## src/acf_pkg.sv

```systemverilog
/*
  Package for the anti-collision filter and echo command interpreter:
  command codes, result codes, emulator state encoding, reader frame codes.
  Assumes byte-wide host command and reply streams and byte-wide reader frames.
*/
package acf_pkg;

  // ------------------------------------------------------------------
  // Host command and answer codes
  // ------------------------------------------------------------------
  localparam logic [7:0] CMD_FILTER    = 8'h0D;
  localparam logic [7:0] CMD_ECHO      = 8'h55;
  localparam logic [7:0] RES_OK        = 8'h00;
  localparam logic [7:0] ERR_LENGTH    = 8'h82;
  localparam logic [7:0] ERR_ABORTED   = 8'h85;
  localparam logic [7:0] LEN_ZERO      = 8'h00;
  localparam logic [7:0] LEN_ONE       = 8'h01;
  localparam logic [7:0] LEN_TWO       = 8'h02;
  localparam logic [7:0] LEN_CASCADE1  = 8'h07;
  localparam logic [7:0] LEN_CASCADE2  = 8'h0B;
  localparam logic [7:0] LEN_CASCADE3  = 8'h0F;

  // ------------------------------------------------------------------
  // Emulator state byte
  // ------------------------------------------------------------------
  localparam logic [7:0] ST_IDLE         = 8'h00;
  localparam logic [7:0] ST_READY        = 8'h01;
  localparam logic [7:0] ST_ACTIVE       = 8'h04;
  localparam logic [7:0] ST_HALT         = 8'h80;
  localparam logic [7:0] ST_READY_HALT   = 8'h81;
  localparam logic [7:0] ST_ACTIVE_HALT  = 8'h84;
  localparam logic [7:0] ST_RESET        = ST_IDLE;

  // ------------------------------------------------------------------
  // Reader frame codes
  // ------------------------------------------------------------------
  localparam logic [7:0] RD_SENSE   = 8'h26;
  localparam logic [7:0] RD_WAKEUP  = 8'h52;
  localparam logic [7:0] RD_SDD1    = 8'h93;
  localparam logic [7:0] RD_SDD2    = 8'h95;
  localparam logic [7:0] RD_SDD3    = 8'h97;
  localparam logic [7:0] RD_NVB_SEL = 8'h70;
  localparam logic [7:0] RD_SLEEP   = 8'h50;
  localparam logic [7:0] RD_SLEEP2  = 8'h00;
  localparam logic [2:0] SHORT_BITS = 3'h7;
  localparam logic [7:0] SDD_NVB    = 8'h20;

  // One byte on the host command, reply and buffer streams, with a last-of-frame marker
  typedef struct packed {
    logic [7:0] data;
    logic       last;
  } acf_byte_t;

  // Reader byte also carries the bit count of a short frame
  typedef struct packed {
    logic [7:0] data;
    logic       last;
    logic [2:0] bits;
  } acf_rf_byte_t;

endpackage : acf_pkg

```

## src/acf_filter.sv

```systemverilog
/*
  Host command interpreter for the anti-collision filter and echo command,
  plus the filter's autonomous handling of reader anti-collision frames (handled flag and emulator state moves).
  Assumes: host command bytes arrive as valid pulses with a last marker,
  reply bytes leave one per cycle (host side always accepts), reader frames
  arrive as bytes with a last marker and a bit count, listen mode is entered
  by a level from elsewhere in the device.
*/
`timescale 1ns/1ps
`default_nettype none
module acf_filter #(
  parameter int UID_BYTES = 15
) (
  input  wire logic                 clk_i,
  input  wire logic                 reset_i,
  input  wire logic                 cmd_valid_i,
  input  wire acf_pkg::acf_byte_t   cmd_byte_i,
  input  wire logic                 listen_i,
  input  wire logic                 rf_valid_i,
  input  wire acf_pkg::acf_rf_byte_t rf_byte_i,
  output acf_pkg::acf_byte_t        rsp_byte_o,
  output logic                      rsp_valid_o,
  output acf_pkg::acf_byte_t        buf_byte_o,
  output logic                      buf_valid_o,
  output logic                      rf_handled_o,
  output logic                      listen_cancel_o,
  output logic                      armed_o,
  output logic               [7:0] emu_state_o
);

  // Refuse at elaboration: three cascade levels need twelve UID bytes
  if (UID_BYTES < 12 || UID_BYTES > 64) begin : g_uid_check
    $error("UID_BYTES out of range");
  end

  // ------------------------------------------------------------------
  // Host command parser
  // ------------------------------------------------------------------
  typedef enum {P_CODE, P_LEN, P_DATA, P_DROP} acf_pstate_t;

  acf_pstate_t pstate, next_pstate;
  logic [7:0]  len, next_len;
  logic [7:0]  cnt, next_cnt;
  logic [7:0]  atq0, next_atq0;
  logic [7:0]  atq1, next_atq1;
  logic [7:0]  sak, next_sak;
  logic [7:0]  first, next_first;
  logic        armed, next_armed;
  logic [7:0]  levels, next_levels;
  logic [7:0]  uid [UID_BYTES], next_uid [UID_BYTES];
  // Reply queue: up to three bytes, shifted out low byte first
  logic [23:0] rq, next_rq;
  logic [1:0]  rn, next_rn;
  logic        cancel, next_cancel;
  logic        force_st;
  logic [7:0]  emu_state;

  function automatic logic [23:0] pack3(input logic [7:0] a,
                                        input logic [7:0] b,
                                        input logic [7:0] c);
    pack3 = {c, b, a};
  endfunction

  always_comb begin
    next_pstate = pstate;
    next_len    = len;
    next_cnt    = cnt;
    next_atq0   = atq0;
    next_atq1   = atq1;
    next_sak    = sak;
    next_first  = first;
    next_armed  = armed;
    next_levels = levels;
    next_uid    = uid;
    next_rq     = rq;
    next_rn     = rn;
    next_cancel = 1'b0;
    force_st    = 1'b0;
    if (rn != 2'h0) begin
      next_rq = {8'h00, rq[23:8]};
      next_rn = rn - 2'h1;
    end
    if (cmd_valid_i) begin
      case (pstate)
        P_CODE: begin
          if (cmd_byte_i.data == acf_pkg::CMD_ECHO) begin
            if (listen_i) begin
              next_cancel = 1'b1;
              next_rq = pack3(acf_pkg::CMD_ECHO, acf_pkg::ERR_ABORTED,
                              acf_pkg::LEN_ZERO);
              next_rn = 2'h3;
            end else begin
              next_rq = pack3(acf_pkg::CMD_ECHO, 8'h00, 8'h00);
              next_rn = 2'h1;
            end
          end else if (cmd_byte_i.data == acf_pkg::CMD_FILTER &&
                       !cmd_byte_i.last) begin
            next_pstate = P_LEN;
          end else if (!cmd_byte_i.last) begin
            // Other commands belong to other interpreters
            next_pstate = P_DROP;
          end
        end
        P_LEN: begin
          next_len = cmd_byte_i.data;
          next_cnt = 8'h00;
          next_pstate = cmd_byte_i.last ? P_CODE : P_DATA;
          if (cmd_byte_i.data == acf_pkg::LEN_ZERO) begin
            next_armed = 1'b0;
            next_rq = pack3(acf_pkg::RES_OK, acf_pkg::LEN_ONE, emu_state);
            next_rn = 2'h3;
            next_pstate = cmd_byte_i.last ? P_CODE : P_DROP;
          end else if (cmd_byte_i.data > acf_pkg::LEN_TWO &&
                       cmd_byte_i.data != acf_pkg::LEN_CASCADE1 &&
                       cmd_byte_i.data != acf_pkg::LEN_CASCADE2 &&
                       cmd_byte_i.data != acf_pkg::LEN_CASCADE3) begin
            next_rq = pack3(acf_pkg::ERR_LENGTH, acf_pkg::LEN_ZERO,
                            8'h00);
            next_rn = 2'h2;
            next_pstate = cmd_byte_i.last ? P_CODE : P_DROP;
          end
        end
        P_DATA: begin
          next_cnt = cnt + 8'h01;
          if (cnt == 8'h00) begin
            next_first = cmd_byte_i.data;
            next_atq0  = cmd_byte_i.data;
          end else if (cnt == 8'h01) begin
            next_atq1 = cmd_byte_i.data;
          end else if (cnt == 8'h02) begin
            next_sak = cmd_byte_i.data;
          end else if (int'(cnt) - 3 < UID_BYTES) begin
            next_uid[int'(cnt) - 3] = cmd_byte_i.data;
          end
          if (cnt + 8'h01 == len || cmd_byte_i.last) begin
            next_pstate = cmd_byte_i.last ? P_CODE : P_DROP;
            if (len == acf_pkg::LEN_ONE) begin
              force_st = 1'b1;
              next_rq = pack3(acf_pkg::RES_OK, acf_pkg::LEN_ZERO, 8'h00);
              next_rn = 2'h2;
            end else if (len == acf_pkg::LEN_TWO) begin
              next_rq = pack3(acf_pkg::RES_OK, acf_pkg::LEN_ONE,
                              emu_state);
              next_rn = 2'h3;
            end else begin
              next_armed  = 1'b1;
              next_levels = (len - 8'h03) >> 2;
              next_rq = pack3(acf_pkg::RES_OK, acf_pkg::LEN_ZERO, 8'h00);
              next_rn = 2'h2;
            end
          end
        end
        P_DROP: begin
          if (cmd_byte_i.last) begin
            next_pstate = P_CODE;
          end
        end
        default: next_pstate = P_CODE;
      endcase
    end
  end

  always_ff @(posedge clk_i or posedge reset_i) begin
    if (reset_i) begin
      pstate <= P_CODE;
      len    <= 8'h00;
      cnt    <= 8'h00;
      atq0   <= 8'h00;
      atq1   <= 8'h00;
      sak    <= 8'h00;
      first  <= 8'h00;
      armed  <= 1'b0;
      levels <= 8'h00;
      uid    <= '{default: 8'h00};
      rq     <= 24'h000000;
      rn     <= 2'h0;
      cancel <= 1'b0;
    end else begin
      pstate <= next_pstate;
      len    <= next_len;
      cnt    <= next_cnt;
      atq0   <= next_atq0;
      atq1   <= next_atq1;
      sak    <= next_sak;
      first  <= next_first;
      armed  <= next_armed;
      levels <= next_levels;
      uid    <= next_uid;
      rq     <= next_rq;
      rn     <= next_rn;
      cancel <= next_cancel;
    end
  end

  // ------------------------------------------------------------------
  // Reader frame filter
  // ------------------------------------------------------------------
  // Frame bytes are forwarded as they arrive; when the frame ends the
  // filter flags it handled or not, and the first two bytes decide.
  logic [7:0] f0, next_f0;
  logic [7:0] f1, next_f1;
  logic [7:0] fn, next_fn;
  logic [2:0] fbits, next_fbits;
  logic       in_frame, next_in_frame;
  logic       fend;
  logic       sense, wakeup, sel, slp, sdd, known;
  logic [7:0] lvl;

  always_comb begin
    next_f0 = f0;
    next_f1 = f1;
    next_fn = fn;
    next_fbits = fbits;
    next_in_frame = in_frame;
    if (rf_valid_i) begin
      if (!in_frame) begin
        next_f0 = rf_byte_i.data;
        next_fbits = rf_byte_i.bits;
        next_fn = 8'h01;
      end else begin
        if (fn == 8'h01) begin
          next_f1 = rf_byte_i.data;
        end
        if (fn != 8'hFF) begin
          next_fn = fn + 8'h01;
        end
      end
      next_in_frame = !rf_byte_i.last;
    end
  end

  always_ff @(posedge clk_i or posedge reset_i) begin
    if (reset_i) begin
      f0 <= 8'h00;
      f1 <= 8'h00;
      fn <= 8'h00;
      fbits <= 3'h0;
      in_frame <= 1'b0;
    end else begin
      f0 <= next_f0;
      f1 <= next_f1;
      fn <= next_fn;
      fbits <= next_fbits;
      in_frame <= next_in_frame;
    end
  end

  // Decode on the registered copy one cycle after the last byte
  logic fend_q;
  always_ff @(posedge clk_i or posedge reset_i) begin
    if (reset_i) begin
      fend_q <= 1'b0;
    end else begin
      fend_q <= rf_valid_i & rf_byte_i.last;
    end
  end
  assign fend = fend_q;

  always_comb begin
    lvl = (f0 == acf_pkg::RD_SDD1) ? 8'h00 :
          (f0 == acf_pkg::RD_SDD2) ? 8'h01 : 8'h02;
    sense  = fn == 8'h01 && fbits == acf_pkg::SHORT_BITS &&
             f0 == acf_pkg::RD_SENSE;
    wakeup = fn == 8'h01 && fbits == acf_pkg::SHORT_BITS &&
             f0 == acf_pkg::RD_WAKEUP;
    sdd    = (f0 == acf_pkg::RD_SDD1 || f0 == acf_pkg::RD_SDD2 ||
              f0 == acf_pkg::RD_SDD3) && fn >= 8'h02 && lvl < levels;
    sel    = sdd && f1 == acf_pkg::RD_NVB_SEL;
    slp    = fn >= 8'h02 && f0 == acf_pkg::RD_SLEEP &&
             f1 == acf_pkg::RD_SLEEP2;
    known  = armed && (sense || wakeup || sdd || slp);
  end

  logic sel_done;
  assign sel_done = fend && known && sel && (lvl + 8'h01 == levels);

  acf_emu_state u_state (
    .clk_i         (clk_i),
    .reset_i       (reset_i),
    .force_i       (force_st),
    // Registered copy lags one byte; take the byte arriving now
    .force_value_i (next_first),
    .sense_i       (fend && known && sense),
    .wakeup_i      (fend && known && wakeup),
    .selected_i    (sel_done),
    .sleep_i       (fend && known && slp),
    .state_o       (emu_state)
  );

  // ------------------------------------------------------------------
  // Output registers
  // ------------------------------------------------------------------
  always_ff @(posedge clk_i or posedge reset_i) begin
    if (reset_i) begin
      rsp_byte_o      <= '0;
      rsp_valid_o     <= 1'b0;
      buf_byte_o      <= '0;
      buf_valid_o     <= 1'b0;
      rf_handled_o    <= 1'b0;
      listen_cancel_o <= 1'b0;
      armed_o         <= 1'b0;
      emu_state_o     <= acf_pkg::ST_RESET;
    end else begin
      rsp_valid_o     <= rn != 2'h0;
      rsp_byte_o      <= '{data: rq[7:0], last: rn == 2'h1};
      // Frames pass straight on; the buffer side drops those flagged handled
      buf_valid_o     <= rf_valid_i;
      buf_byte_o      <= '{data: rf_byte_i.data, last: rf_byte_i.last};
      rf_handled_o    <= fend && known;
      listen_cancel_o <= cancel;
      armed_o         <= armed;
      emu_state_o     <= emu_state;
    end
  end

endmodule : acf_filter
`default_nettype wire

```

## src/acf_emu_state.sv

```systemverilog
/*
  Card emulator state register with the anti-collision state moves.
  Assumes the caller decodes reader frames and host forcing into pulses.
*/
`timescale 1ns/1ps
`default_nettype none
module acf_emu_state (
  input  wire logic       clk_i,
  input  wire logic       reset_i,
  input  wire logic       force_i,
  input  wire logic [7:0] force_value_i,
  input  wire logic       sense_i,
  input  wire logic       wakeup_i,
  input  wire logic       selected_i,
  input  wire logic       sleep_i,
  output logic      [7:0] state_o
);

  logic [7:0] state;
  logic [7:0] next_state;

  always_comb begin
    next_state = state;
    if (force_i) begin
      next_state = force_value_i;
    end else if (sense_i) begin
      if (state == acf_pkg::ST_IDLE) begin
        next_state = acf_pkg::ST_READY;
      end
    end else if (wakeup_i) begin
      if (state == acf_pkg::ST_IDLE) begin
        next_state = acf_pkg::ST_READY;
      end else if (state == acf_pkg::ST_HALT) begin
        next_state = acf_pkg::ST_READY_HALT;
      end
    end else if (selected_i) begin
      if (state == acf_pkg::ST_READY) begin
        next_state = acf_pkg::ST_ACTIVE;
      end else if (state == acf_pkg::ST_READY_HALT) begin
        next_state = acf_pkg::ST_ACTIVE_HALT;
      end
    end else if (sleep_i) begin
      if (state == acf_pkg::ST_ACTIVE || state == acf_pkg::ST_ACTIVE_HALT)
      begin
        next_state = acf_pkg::ST_HALT;
      end
    end
  end

  always_ff @(posedge clk_i or posedge reset_i) begin
    if (reset_i) begin
      state <= acf_pkg::ST_RESET;
    end else begin
      state <= next_state;
    end
  end

  assign state_o = state;

endmodule : acf_emu_state
`default_nettype wire

```

## config.mk

```make
export PLATFORM = sky130hd
export DESIGN_NAME = acf_filter
export DESIGN_NICKNAME = d
export VERILOG_FILES = /design/src/acf_pkg.sv /design/src/acf_filter.sv /design/src/acf_emu_state.sv
export SDC_FILE = /design/constraint.sdc
export NUM_CORES = 1
export LEC_CHECK = 0
export BUFFER_PORTS_ARGS = -buffer_cell sky130_fd_sc_hd__buf_2
export CORE_ASPECT_RATIO = 1.75
export CORE_MARGIN = 1
export CORE_UTILIZATION = 53
export DETAILED_ROUTE_END_ITERATION = 8
export GPL_TIMING_DRIVEN = 0
export PLACE_DENSITY = 0.75
export SYNTH_ARGS = -nofsm -noshare
export SYNTH_HDL_FRONTEND = slang
export SYNTH_SLANG_ARGS = --single-unit
```

## constraint.sdc

```tcl
create_clock -name clk_i -period 3.55 [get_ports clk_i]
set_input_delay 0.355 -clock clk_i [delete_from_list [all_inputs] [get_ports clk_i]]
set_output_delay 0.355 -clock clk_i [all_outputs]
set_load 0.02 [all_outputs]
```

* Word-level counts from Yosys, hierarchy flattened
Index checks and enable logic that the tools add are counted.
Operators by class: add/subtract/negate cells 5, order comparisons 3, eq/ne operators 39, muxes and demuxes 62, bitwise logic cells 4, reductions and logical operators 46
Operators with widths (count):
- $mux 24 | 8
- $mux 32 | 5
- $mux 8 | 16
- $pmux 32 s4 | 1
- $pmux 24 s3 | 1
- $eq 32x2->1 const B | 2
- $eq 8x8->1 const B | 6
- $eq 32x1->1 const B | 1
- $eq 8x7->1 const B | 4
- $logic_not 32->1 | 1
- $logic_not 8->1 | 4
- $mux 2 | 13
- $eq 8x1->1 const B | 3
- $logic_and 1x1->1 | 19
- $add 8x1->8 const B | 2
- $mux 16 | 1
- $ne 8x4->1 const B | 2
- $pmux 8 s2 | 1
- $reduce_and 5->1 | 3
- $mux 1 | 14
- $ne 2x2->1 const B | 6
- $reduce_bool 5->1 | 2
- $eq 8x2->1 const B | 1
- $eq 8x3->1 const B | 1
- other kinds (28) | 42
Storage, ports and cells: bits in registers 158, input bits 26, logic and storage cells 185

* Logic depth before layout (Yosys ltp)
Gate-level depths: netlist of run 1.
word-level depth 15, gate-level depth with buffers 10, depth with buffers taken out 10

* Modules after synthesis
A second synthesis of run 1 with hierarchy kept.
Second synthesis, totals: cells, all modules 589, area, all modules 6472.5 um^2
By module, submodules not included:
- acf_filter | times used 1, cells each 541, area an instance 5985.7 um^2, seq. area each 3002.9 um^2
- acf_emu_state | times used 1, cells each 48, area an instance 486.7 um^2, seq. area each 200.2 um^2

* Worst setup path after synthesis of run 1
Ideal clock, no wire load.
path type register to register, from reg f0[3], to reg u_state.state[0] (netlist: u_state.state_o[0]), arrival time 2.474 ns, data required time 3.425 ns, slack 0.952 ns, cell stages (with the launch flop) 11, clock period less this slack 2.598 ns, cells stage by stage dfrtp_1 nand4bb_1 nor3b_1 nand3b_1 ha_1 nor4bb_1 and3_1 nand4_1 or3_1 a21bo_2 mux2_2
Between the ends: cells in the longest elaborated chain, start to end 15, elaborated cells on any way between the ends 40, classes of those cells add/sub: 1; order compare: 1; eq/ne: 10; mux: 6; reduce/logical: 22
RTL lines:
- start, declared | RTL line acf_filter.sv:200 | logic [7:0] f0, next_f0;
- start signal, assigned | RTL line acf_filter.sv:240 | f0 <= next_f0;
- $eq 8x8->1 (on tied branches) | RTL line acf_filter.sv:261, acf_filter.sv:266, acf_filter.sv:260
- $mux 2 or $logic_or 1x1->1 (tied branches) | RTL line acf_filter.sv:261, acf_filter.sv:266
- $mux 2 or $logic_or 1x1->1 (tied branches) | RTL line acf_filter.sv:260, acf_filter.sv:266
- $lt 2x6->1 or $logic_and 1x1->1 (tied branches) | RTL line acf_filter.sv:267 | f0 == acf_pkg::RD_SDD3) && fn >= 8'h02 && lvl < levels;
- $logic_and 1x1->1 | RTL line acf_filter.sv:267
- $logic_or 1x1->1 (2 in series) | RTL line acf_filter.sv:271 | known = armed && (sense || wakeup || sdd || slp);
- $logic_and 1x1->1 | RTL line acf_filter.sv:271
- $logic_and 1x1->1
- $logic_and 1x1->1 (2 in series) | RTL line acf_filter.sv:275 | assign sel_done = fend && known && sel && (lvl + 8'h01 == levels);
- $mux 8 | RTL line acf_emu_state.sv:36 | end else if (selected_i) begin
- $mux 8 | RTL line acf_emu_state.sv:30 | end else if (wakeup_i) begin
- $mux 8 | RTL line acf_emu_state.sv:26 | end else if (sense_i) begin
- $mux 8 | RTL line acf_emu_state.sv:24 | if (force_i) begin
- end signal, assigned | RTL line acf_emu_state.sv:52 | state <= acf_pkg::ST_RESET;
- end signal, assigned | RTL line acf_emu_state.sv:54 | state <= next_state;
- end, declared | RTL line acf_emu_state.sv:19 | logic [7:0] state;
Parallel ways exist; a longest one is shown, timed or not. A chain may end at the register's enable or synchronous reset.

* Worst setup path in the final report of run 1
from reg cnt[0], to reg u_state.state[1] (netlist: u_state.state_o[1])
Between the ends: cells in the longest elaborated chain, start to end 8, elaborated cells on any way between the ends 17, classes of those cells add/sub: 1; eq/ne: 4; mux: 7; reduce/logical: 5
RTL lines:
- start, declared | RTL line acf_filter.sv:43 | logic [7:0] cnt, next_cnt;
- start signal, assigned | RTL line acf_filter.sv:181 | cnt <= next_cnt;
- $add 8x1->8 | RTL line acf_filter.sv:135 | if (cnt + 8'h01 == len || cmd_byte_i.last) begin
- $eq 8x8->1 | RTL line acf_filter.sv:135
- $logic_or 1x1->1 | RTL line acf_filter.sv:135
- $mux 1 | RTL line acf_filter.sv:135
- $mux 1 | RTL line acf_filter.sv:84 | case (pstate)
- $mux 1 | RTL line acf_filter.sv:83 | if (cmd_valid_i) begin
- $ne 6x2->1 (no line), or another cell as far along
- $reduce_and 5->1 (no line)
Parallel ways exist; a longest one is shown, timed or not.

==> results of run 1 <==
==> sequential cells by signal, summed over array words and instances, names as in the netlist, 2 cells and up <==
register	count
emu_state_o	8
levels	6
first	8
pstate	2
fn	8
f0	8
rsp_byte_o	9
f1	8
len	8
rq	24
fbits	3
rn	2
u_state.state_o	8
cnt	8
buf_byte_o	9
==> placed cells by master, fill, tap and decap left out, types with 12 or more instances in the layout <==
| cell type | netlist | routed |
|---|---|---|
| sky130_fd_sc_hd__dfrtp_1 | 128 | 128 |
| sky130_fd_sc_hd__clkbuf_1 | 18 | 18 |
| sky130_fd_sc_hd__nor2_1 | 24 | 24 |
| sky130_fd_sc_hd__inv_1 | 19 | 18 |
| sky130_fd_sc_hd__buf_2 | 3 | 56 |
| sky130_fd_sc_hd__nand3_1 | 15 | 15 |
| sky130_fd_sc_hd__mux2_2 | 47 | 47 |
| sky130_fd_sc_hd__ha_1 | 12 | 12 |
| sky130_fd_sc_hd__clkbuf_16 | 0 | 17 |
| sky130_fd_sc_hd__a21oi_1 | 21 | 21 |
| sky130_fd_sc_hd__a22o_1 | 12 | 12 |
| sky130_fd_sc_hd__nand2_1 | 40 | 40 |
| sky130_fd_sc_hd__o21ai_0 | 15 | 15 |
==> power by group through the flow <==
stage,logic [mW],clock network [mW],registers (mW)
after floorplan,1.13,0,2.03
after global placement,1.45,0,2.05
after detailed placement,1.51,0,2.08
after CTS,1.54,1.75,2.05
after global routing,1.70,1.81,2.10
final,1.55,1.73,2.06
==> cell usage after synthesis (all sizes together) (12+ instances only) <==
| library cell | n |
|---|---|
| dfrtp | 128 |
| mux2 | 52 |
| nand2 | 40 |
| nor2 | 24 |
| a21oi | 21 |
| inv | 19 |
| clkbuf | 18 |
| nand3 | 15 |
| o21ai | 15 |
| a22o | 12 |
| ha | 12 |
| nand4 | 12 |
==> cell families (layout without fill, tap and decap cells) <==
kind of cell / after synthesis / after routing / share of synthesized area
XOR/XNOR: 18 / 18 / 0.0263
AND/OR/NAND/NOR: 154 / 154 / 0.143
flip-flops: 128 / 128 / 0.534
buffers and inverters: 43 / 131 / 0.0288
AO/OA/AOI/OAI: 104 / 104 / 0.125
multiplexers: 62 / 62 / 0.117
adder cells (fa/ha/maj): 12 / 12 / 0.0250
==> worst register-to-register path: cells and delay by family, from the launching register on <==
kind,cells,cell delay (ps)
simple gates,3,1240
mux,1,420
compound gates,2,690
flops,1,520
==> worst paths after layout <==
path	to	slack [ps]	startpoint
max	u_state.state_o[1]$_DFFE_PP0P_	570	cnt[0]$_DFFE_PP0P_
min	cnt[1]$_DFFE_PP0P_	50	reset_i
max reg2reg	u_state.state_o[1]$_DFFE_PP0P_	570	cnt[0]$_DFFE_PP0P_
min reg2reg	listen_cancel_o$_DFF_PP0_	350	cancel$_DFF_PP0_
max in group asynchronous	fn[2]$_DFFE_PP0P_	2640	reset_i
min in group clk_i	buf_byte_o[0]$_DFF_PP0_	60	rf_byte_i[3]
==> per-layer routing <==
metal / vias to the layer above / track usage / wire length, µm
met5: - / 0 / 0
met4: 0 / 0.125 / 415
met3: 39 / 0.0492 / 490
met2: 149 / 0.452 / 7440
met1: 2243 / 0.275 / 5080
li1: 2058 / - / -
==> cell type report <==
class                      instances  area (µm²)  share of cell area
buffer                            24         101              0.0143
clock buffer                      18         439              0.0619
clock inverter                    14         158              0.0222
inverter                          19        75.1              0.0106
multi-input combinational        350        2620               0.370
sequential                       128        3200               0.452
tap                              132         165              0.0233
timing repair buffer              56         325              0.0459
==> results.md, run 1 <==
- The via-per-instance ratio is 6.06.
- The family of cells with the greatest summed delay on the critical path is simple AND/OR/NAND/NOR gates.
- The count of non-filler cells in the finished layout is 741.
- The tightest hold path in the finished design has a slack of 54.3 ps.
- STA classifies the critical path startpoint as a register.
- The critical-path maximum fanout is 8.
- The core region area is 11100 µm².
- The chip height is 143 µm.
- The buffers plus inverters on the worst setup path is 0.
- Synthesis inferred 128 register bits.
- The start-to-end type of the worst setup path is register to register.
- After clock tree synthesis, the repair step resized 0 gates.
- The post-layout total power is 5.33 mW.
- Averaged over all synthesized cells, the footprint is 11.5 µm².
- Entering global routing, the biggest net connects 38 pins.
- The total overflow left after global routing is 0.
- The repair_antennas step left the layout with diodes totalling 0.
- The clock tree root buffer cell is sky130_fd_sc_hd__clkbuf_16.
- From left edge to right edge, the die measures 82.4 µm.
- In the routed design, unresolved DRC markers number 0.
- OpenSTA, run right after detailed placement, puts the worst setup slack at 595 ps.
- The number of warning messages in the yosys log is 0.
- The number of nets in the synthesized netlist is 559.
- TritonCTS built the clock tree.
- The number of clock sinks is 128.
- At the end of the flow the core is filled with cells to 0.639.
- The first detailed-routing pass ran for 5 iterations.
- The placer congestion estimate is roughly 0.88.
- The port buffer count is 53.
- For the pin with the worst max-slew slack, the measured transition is 952 ps.
- In the synthesized netlist the async set-or-reset flop fraction comes to 1.00.
- For this configuration, the core starts out at a cell density of 0.540.
- The worst slew margin relative to its limit is 0.360.
- Counting the fill cells in the layout gives ~870.
- The wire length of the first global-routing pass is ~22000 µm.
- The number of max-cap violations is 0.
- Of the total power, the clock network draws 0.324.
- The path depth of the worst reg2reg path is 6.
- The wire-length estimate of the detail-placed layout is 9540 µm.
- The die covers 11800 µm².
- Once placement completed, the tool counted placed cells totaling 709.
- The time the worst path needs with I/O delays and setup is 2980 ps.
- The number of synthesized flops with an enable pin is 0.
- Summed over all layers, the routed wires come to 13400 µm.
- The number of different library cells in the post-synthesis netlist is 66.
- TritonCTS created 17 clock buffers.
- The final count of pins violating max slew is 0.
- After detailed routing, the average wire length per cell comes to 18.1 µm.
- Of the total power, the share spent switching nets is 0.341.
- The clock passes through at most 2 buffers.
- Data on the critical path arrives at its endpoint at ~3300 ps.
- The areal power density over the cells is about 750 nW/µm².
- Buffers inserted to repair hold after CTS numbered 0.
- On the final layout, the worst clock skew is between 7 and 8 ps.
- The H-tree was split into 4 levels.
- Counting buffers and inverters, the worst setup path is 6 cells deep.
- sky130_fd_sc_hd__dfrtp_1 takes more of the synthesized area than any other cell.
- The post-detailed-route count of antenna-violating nets is 0.
- The maximum vdd drop is between 0.0004 and 0.0005 V.
- The final setup violation count is 0.
- The proportion of power drawn by combinational gates is 0.290.
- Of the post-synthesis cell area, the dominant cell type holds 0.534.
- The least setup slack across all paths after layout is 571 ps.
- In this run the cell area measured after placement is about 6500 µm².
- The final standard cell area without fillers is about 7100 µm².
- Setup repair after global routing left no endpoint under its margin.
- The number of global-route vias before repair is approximately 4.7k.
- Derived from the worst setup path, the maximum achievable clock frequency is around 340 MHz.
- Cell internal power was estimated by the tool at 3.52 mW.
- In the final layout, the share of cells above drive strength 1 is 0.258.
- The detailed router finished its first iteration with 300 violations.
- The run finished with clean final reports.
- The standby leakage power is roughly 3.3 nW.
- The class of the most critical hold timing path is primary input to asynchronous set/reset pin.
- The insertion delay to the later sink of the worst-skew pair is approximately 410 ps.
- The aggregate global-route resource usage is 0.253.
- The clock-pin slew of the registers on the worst-case setup and hold paths is roughly 60 ps.
- Of the synthesized area, sequential elements account for 0.534.
- The slowest stage of the critical path is the sky130_fd_sc_hd__nor4_4 cell.
- The synthesis-to-finish area growth is 18.2%.
- The cell area that synthesis handed to floorplanning was 6000 µm².
- The proportion of power drawn by flip-flops and latches is 0.386.
- The initial antenna violation count is 0.
- The count of pins on the block boundary is 57.
- The cell count after synthesis is 521.
- Of the available clock period, the critical path in the final layout requires 0.839.
- For this run, the slowest stage of the critical path takes 620 ps.
- The critical path goes through nand4_2 > or3_1 > a2111oi_2 > a41oi_2 > nor4_4 > mux2_2.
- At the worst endpoint, the required time is 3850 ps.
- The most frequently used flop master after synthesis is sky130_fd_sc_hd__dfrtp_1.
- The number of hold violations in the final report is 0.
- The setup fix buffers added after clock tree synthesis is 0.
- The nature of the critical path endpoint is a register.
- The number of cell rows is 51.
- After the last flow step, the layout net total stands at 634.
- By area the synthesized netlist is led by sky130_fd_sc_hd__dfrtp_1 53%, sky130_fd_sc_hd__mux2_2 8.8%, sky130_fd_sc_hd__ha_1 2.5%.
- For this block, the via count after detailed routing is approximately 4.5k.
- Summed over all nets, the switching power comes to 1.82 mW.
- Adding up every negative setup slack in the final design gives 0 ps.
Note: power is estimated with default switching activity, not from simulation.
==> run 2: changes to the inputs <==
==> constraint.sdc (replaced) <==
create_clock -name clk_i -period 2.4 [get_ports clk_i]
set_input_delay 0.24 -clock clk_i [delete_from_list [all_inputs] [get_ports clk_i]]
set_output_delay 0.24 -clock clk_i [all_outputs]
set_load 0.02 [all_outputs]
==> results.md, run 2 (synthesis results as in run 1) <==
- Setup repair after global routing could not meet its margin everywhere.
- The net count reported at finish is 664 (+4.7%).
- The number of cell rows is 51 (unchanged).
- The maximum vdd drop is 0.000800 V (+67%).
- The post-layout total power is 8.29 mW (+55%).
- The average detailed-routed wire length per instance is 18.6 µm (+2.9%).
- The largest registers in the layout are rq: 24 flops, buf_byte_o: 9 flops, rsp_byte_o: 9 flops.
- The detailed placer's ending HPWL is 9490 µm (-0.54%).
- The path class of the tightest hold or removal check is primary input to register.
- The final core utilization is 0.691 (+0.0521).
- In the layout the commonest cells are 125 x sky130_fd_sc_hd__dfrtp_1, 53 x sky130_fd_sc_hd__buf_2, 39 x sky130_fd_sc_hd__mux2_2, 39 x sky130_fd_sc_hd__nand2_1, 23 x sky130_fd_sc_hd__nor2_1.
- The worst setup slack before clock tree synthesis is -367 ps (-962 ps).
- The final standard cell area without fillers is 7670 µm² (+8.2%).
- The core region area is 11100 µm² (unchanged).
- The placement-stage cell area is 6530 µm² (+0.52%).
- The number of global-route vias before repair is 4701 (+1.1%).
- The worst-case clock skew came to 7.46 ps (+0.343 ps).
- The time the worst path needs with I/O delays and setup is 2760 ps (-223 ps).
- The layout filler cell count came to 795 (-8.2%).
- The via-per-instance ratio is 5.95 (-1.8%).
- The leftover overflow at the end of global routing is 0 (unchanged).
- The standby leakage power is 3.47 nW (+5.9%).
- The placer congestion estimate was 0.858 (-2.1%).
- The highest attainable clock frequency is 363 MHz (+8.1%).
- The fraction of final layout cells sized beyond drive strength 1 was 0.333 (+0.0755).
- The flow ran to the end, but the final reports show violations.
- The insertion delay to the later sink of the worst-skew pair is 410 ps (about the same).
- The number of inserted diodes came to 0 (unchanged).
- The number of hold violations in the final report is 0 (unchanged).
- The data arrival time of the critical path was 3050 ps (-230 ps).
- Along the worst hold path, the cell count comes to 1.
- The horizontal die dimension came to 82.4 µm (unchanged).
- The port buffer count was 53 (unchanged).
- The number of buffers created by CTS was 17 (unchanged).
- The most common cell after layout, fill and taps aside is sky130_fd_sc_hd__dfrtp_1.
- The portion of the clock cycle consumed by the worst path in the final layout is 1.15 (+0.309).
- The path depth of the worst reg2reg path came to 10 (+4).
- The checks that failed: negative setup slack.
- The number of max-cap violations came to 0 (unchanged).
- The aggregate global-route resource usage was 0.270 (+0.0165).
- The areal power density over the cells came to 1080 nW/µm² (+44%).
- The total DRC errors in the routed layout is 0 (unchanged).
- The initial antenna violation count came to 0 (unchanged).
- The wire length of the first global-routing pass was 23400 µm (+5.8%).
- The final-layout setup total negative slack is -2390 ps (-2390 ps).
- The total vias in the final route is 4586 (+2.2%).
- The least setup slack across all paths after layout is -356 ps (-927 ps).
- The worst endpoint required time was 2690 ps (-1160 ps).
- The worst slew margin relative to its limit was 0.365 (+0.00467).
- The largest net degree at the start of global routing is 45 (+18%).
- STA classifies the critical path startpoint as a register.
- The slew at the pin closest to its max-slew limit is 945 ps (-6.95 ps).
- The initial cell density of the core is 0.540 (unchanged).
- The final count of pins violating max slew was 0 (unchanged).
- The nature of the critical path endpoint is a register.
- The CTS H-tree depth is 4 (unchanged).
- The critical-path maximum fanout is 3 (-5).
- The full die area came to 11800 µm² (unchanged).
- The number of clock sinks was 128 (unchanged).
- The number of detailed-route iterations in the first pass is 7 (+2).
- The critical path in this run is classified as register to register.
- The chip height is 143 µm (unchanged).
- The synthesis-to-finish area growth is 27.8%.
- The maximum buffer depth of the clock tree is 2 (unchanged).
- The post-detailed-route count of antenna-violating nets came to 0 (unchanged).
- The clock-pin slew of the registers on the worst-case setup and hold paths was 60 ps (about the same).
- TritonCTS built the clock tree.
- The clock tree root buffer cell is sky130_fd_sc_hd__clkbuf_16.
- The count of pins on the block boundary came to 57 (unchanged).
- The final setup violation count is 32 (+32).
- The number of flip-flops in the largest register is 24 (unchanged).
- The number of DRC markers in iteration 0 is 371 (+24%).
- The final wirelength is 14400 µm (+7.0%).
- The most flop-heavy register is rq.
[run 2: cell count changes in the layout (fill, tap and decap cells not counted), sizes merged]
cell | previous run | this run
buf | 62 | 83
dlygate4sd3 | 0 | 10
clkinv | 7 | 1
inv | 21 | 26
clkbuf | 36 | 34
clkinvlp | 3 | 5
[run 2: final cells by class]
cell class / count / area, µm² / share of cell area
Sequential cell: 128 / 3210 / 0.418
Clock buffer: 17 / 425 / 0.0555
Inverter: 19 / 75.1 / 0.00979
Clock inverter: 15 / 174 / 0.0227
Multi-Input combinational cell: 350 / 2890 / 0.377
Buffer: 23 / 120 / 0.0157
Tap cell: 132 / 165 / 0.0215
Timing Repair Buffer: 87 / 613 / 0.0799
[run 2: path summary, 6_finish.rpt]
| path | from | slack, ps | endpoint |
|---|---|---|---|
| worst min register to register | cancel$_DFF_PP0_ | 350 | listen_cancel_o$_DFF_PP0_ |
| min in group asynchronous | reset_i | 390 | rq[3]$_DFF_PP0_ |
| max in group asynchronous | reset_i | 960 | f1[1]$_DFFE_PP0P_ |
| worst max register to register | f0[3]$_DFFE_PP0P_ | -360 | u_state.state_o[0]$_DFFE_PP0P_ |
| worst min-delay path | rf_valid_i | 30 | buf_valid_o$_DFF_PP0_ |
| worst max-delay path | f0[3]$_DFFE_PP0P_ | -360 | u_state.state_o[0]$_DFFE_PP0P_ |
[run 2: report_power, final]
part	total [mW]	switching [mW]	internal (mW)
combinational	2.63	1.44	1.20
sequential	3.07	0.440	2.63
clock	2.59	1.02	1.56
[run 2: per-stage QoR]
stage | hold WS [ps] | std cells
finish | 29.7 | 771
global placement | 336 | 706
CTS | 14.9 | 762
global route | 18.6 | 771
detailed placement | 276 | 709
floorplan | 271 | 521
[run 2: what timing repair did]
item                                   in CTS  in global routing
setup endpoints to repair                  40                 44
buffers inserted                           11                 10
pin swaps                                   9                 14
resized for setup                          42                 18
gates cloned                                0                  0
endpoints found under the hold margin      28                  0
hold buffers                               10                  0
[run 2: critical path, cell delays in order (launching register included)]
cell,delay (ps)
sky130_fd_sc_hd__dfrtp_1,410
sky130_fd_sc_hd__nand4bb_4,260
sky130_fd_sc_hd__nor3b_4,230
sky130_fd_sc_hd__nand3b_1,120
sky130_fd_sc_hd__ha_1,300
sky130_fd_sc_hd__nor4bb_2,250
sky130_fd_sc_hd__and3_1,180
sky130_fd_sc_hd__nand4_1,90
sky130_fd_sc_hd__or3_4,340
sky130_fd_sc_hd__a21bo_2,210
sky130_fd_sc_hd__mux2_2,250
[run 2: per-layer routing]
| metal | global-route usage | vias up | routed length [µm] |
|---|---|---|---|
| li1 | - | 2121 | - |
| met1 | 0.296 | 2244 | 5330 |
| met2 | 0.473 | 181 | 7900 |
| met3 | 0.0562 | 40 | 621 |
| met4 | 0.140 | 0 | 529 |
| met5 | 0 | - | 0 |
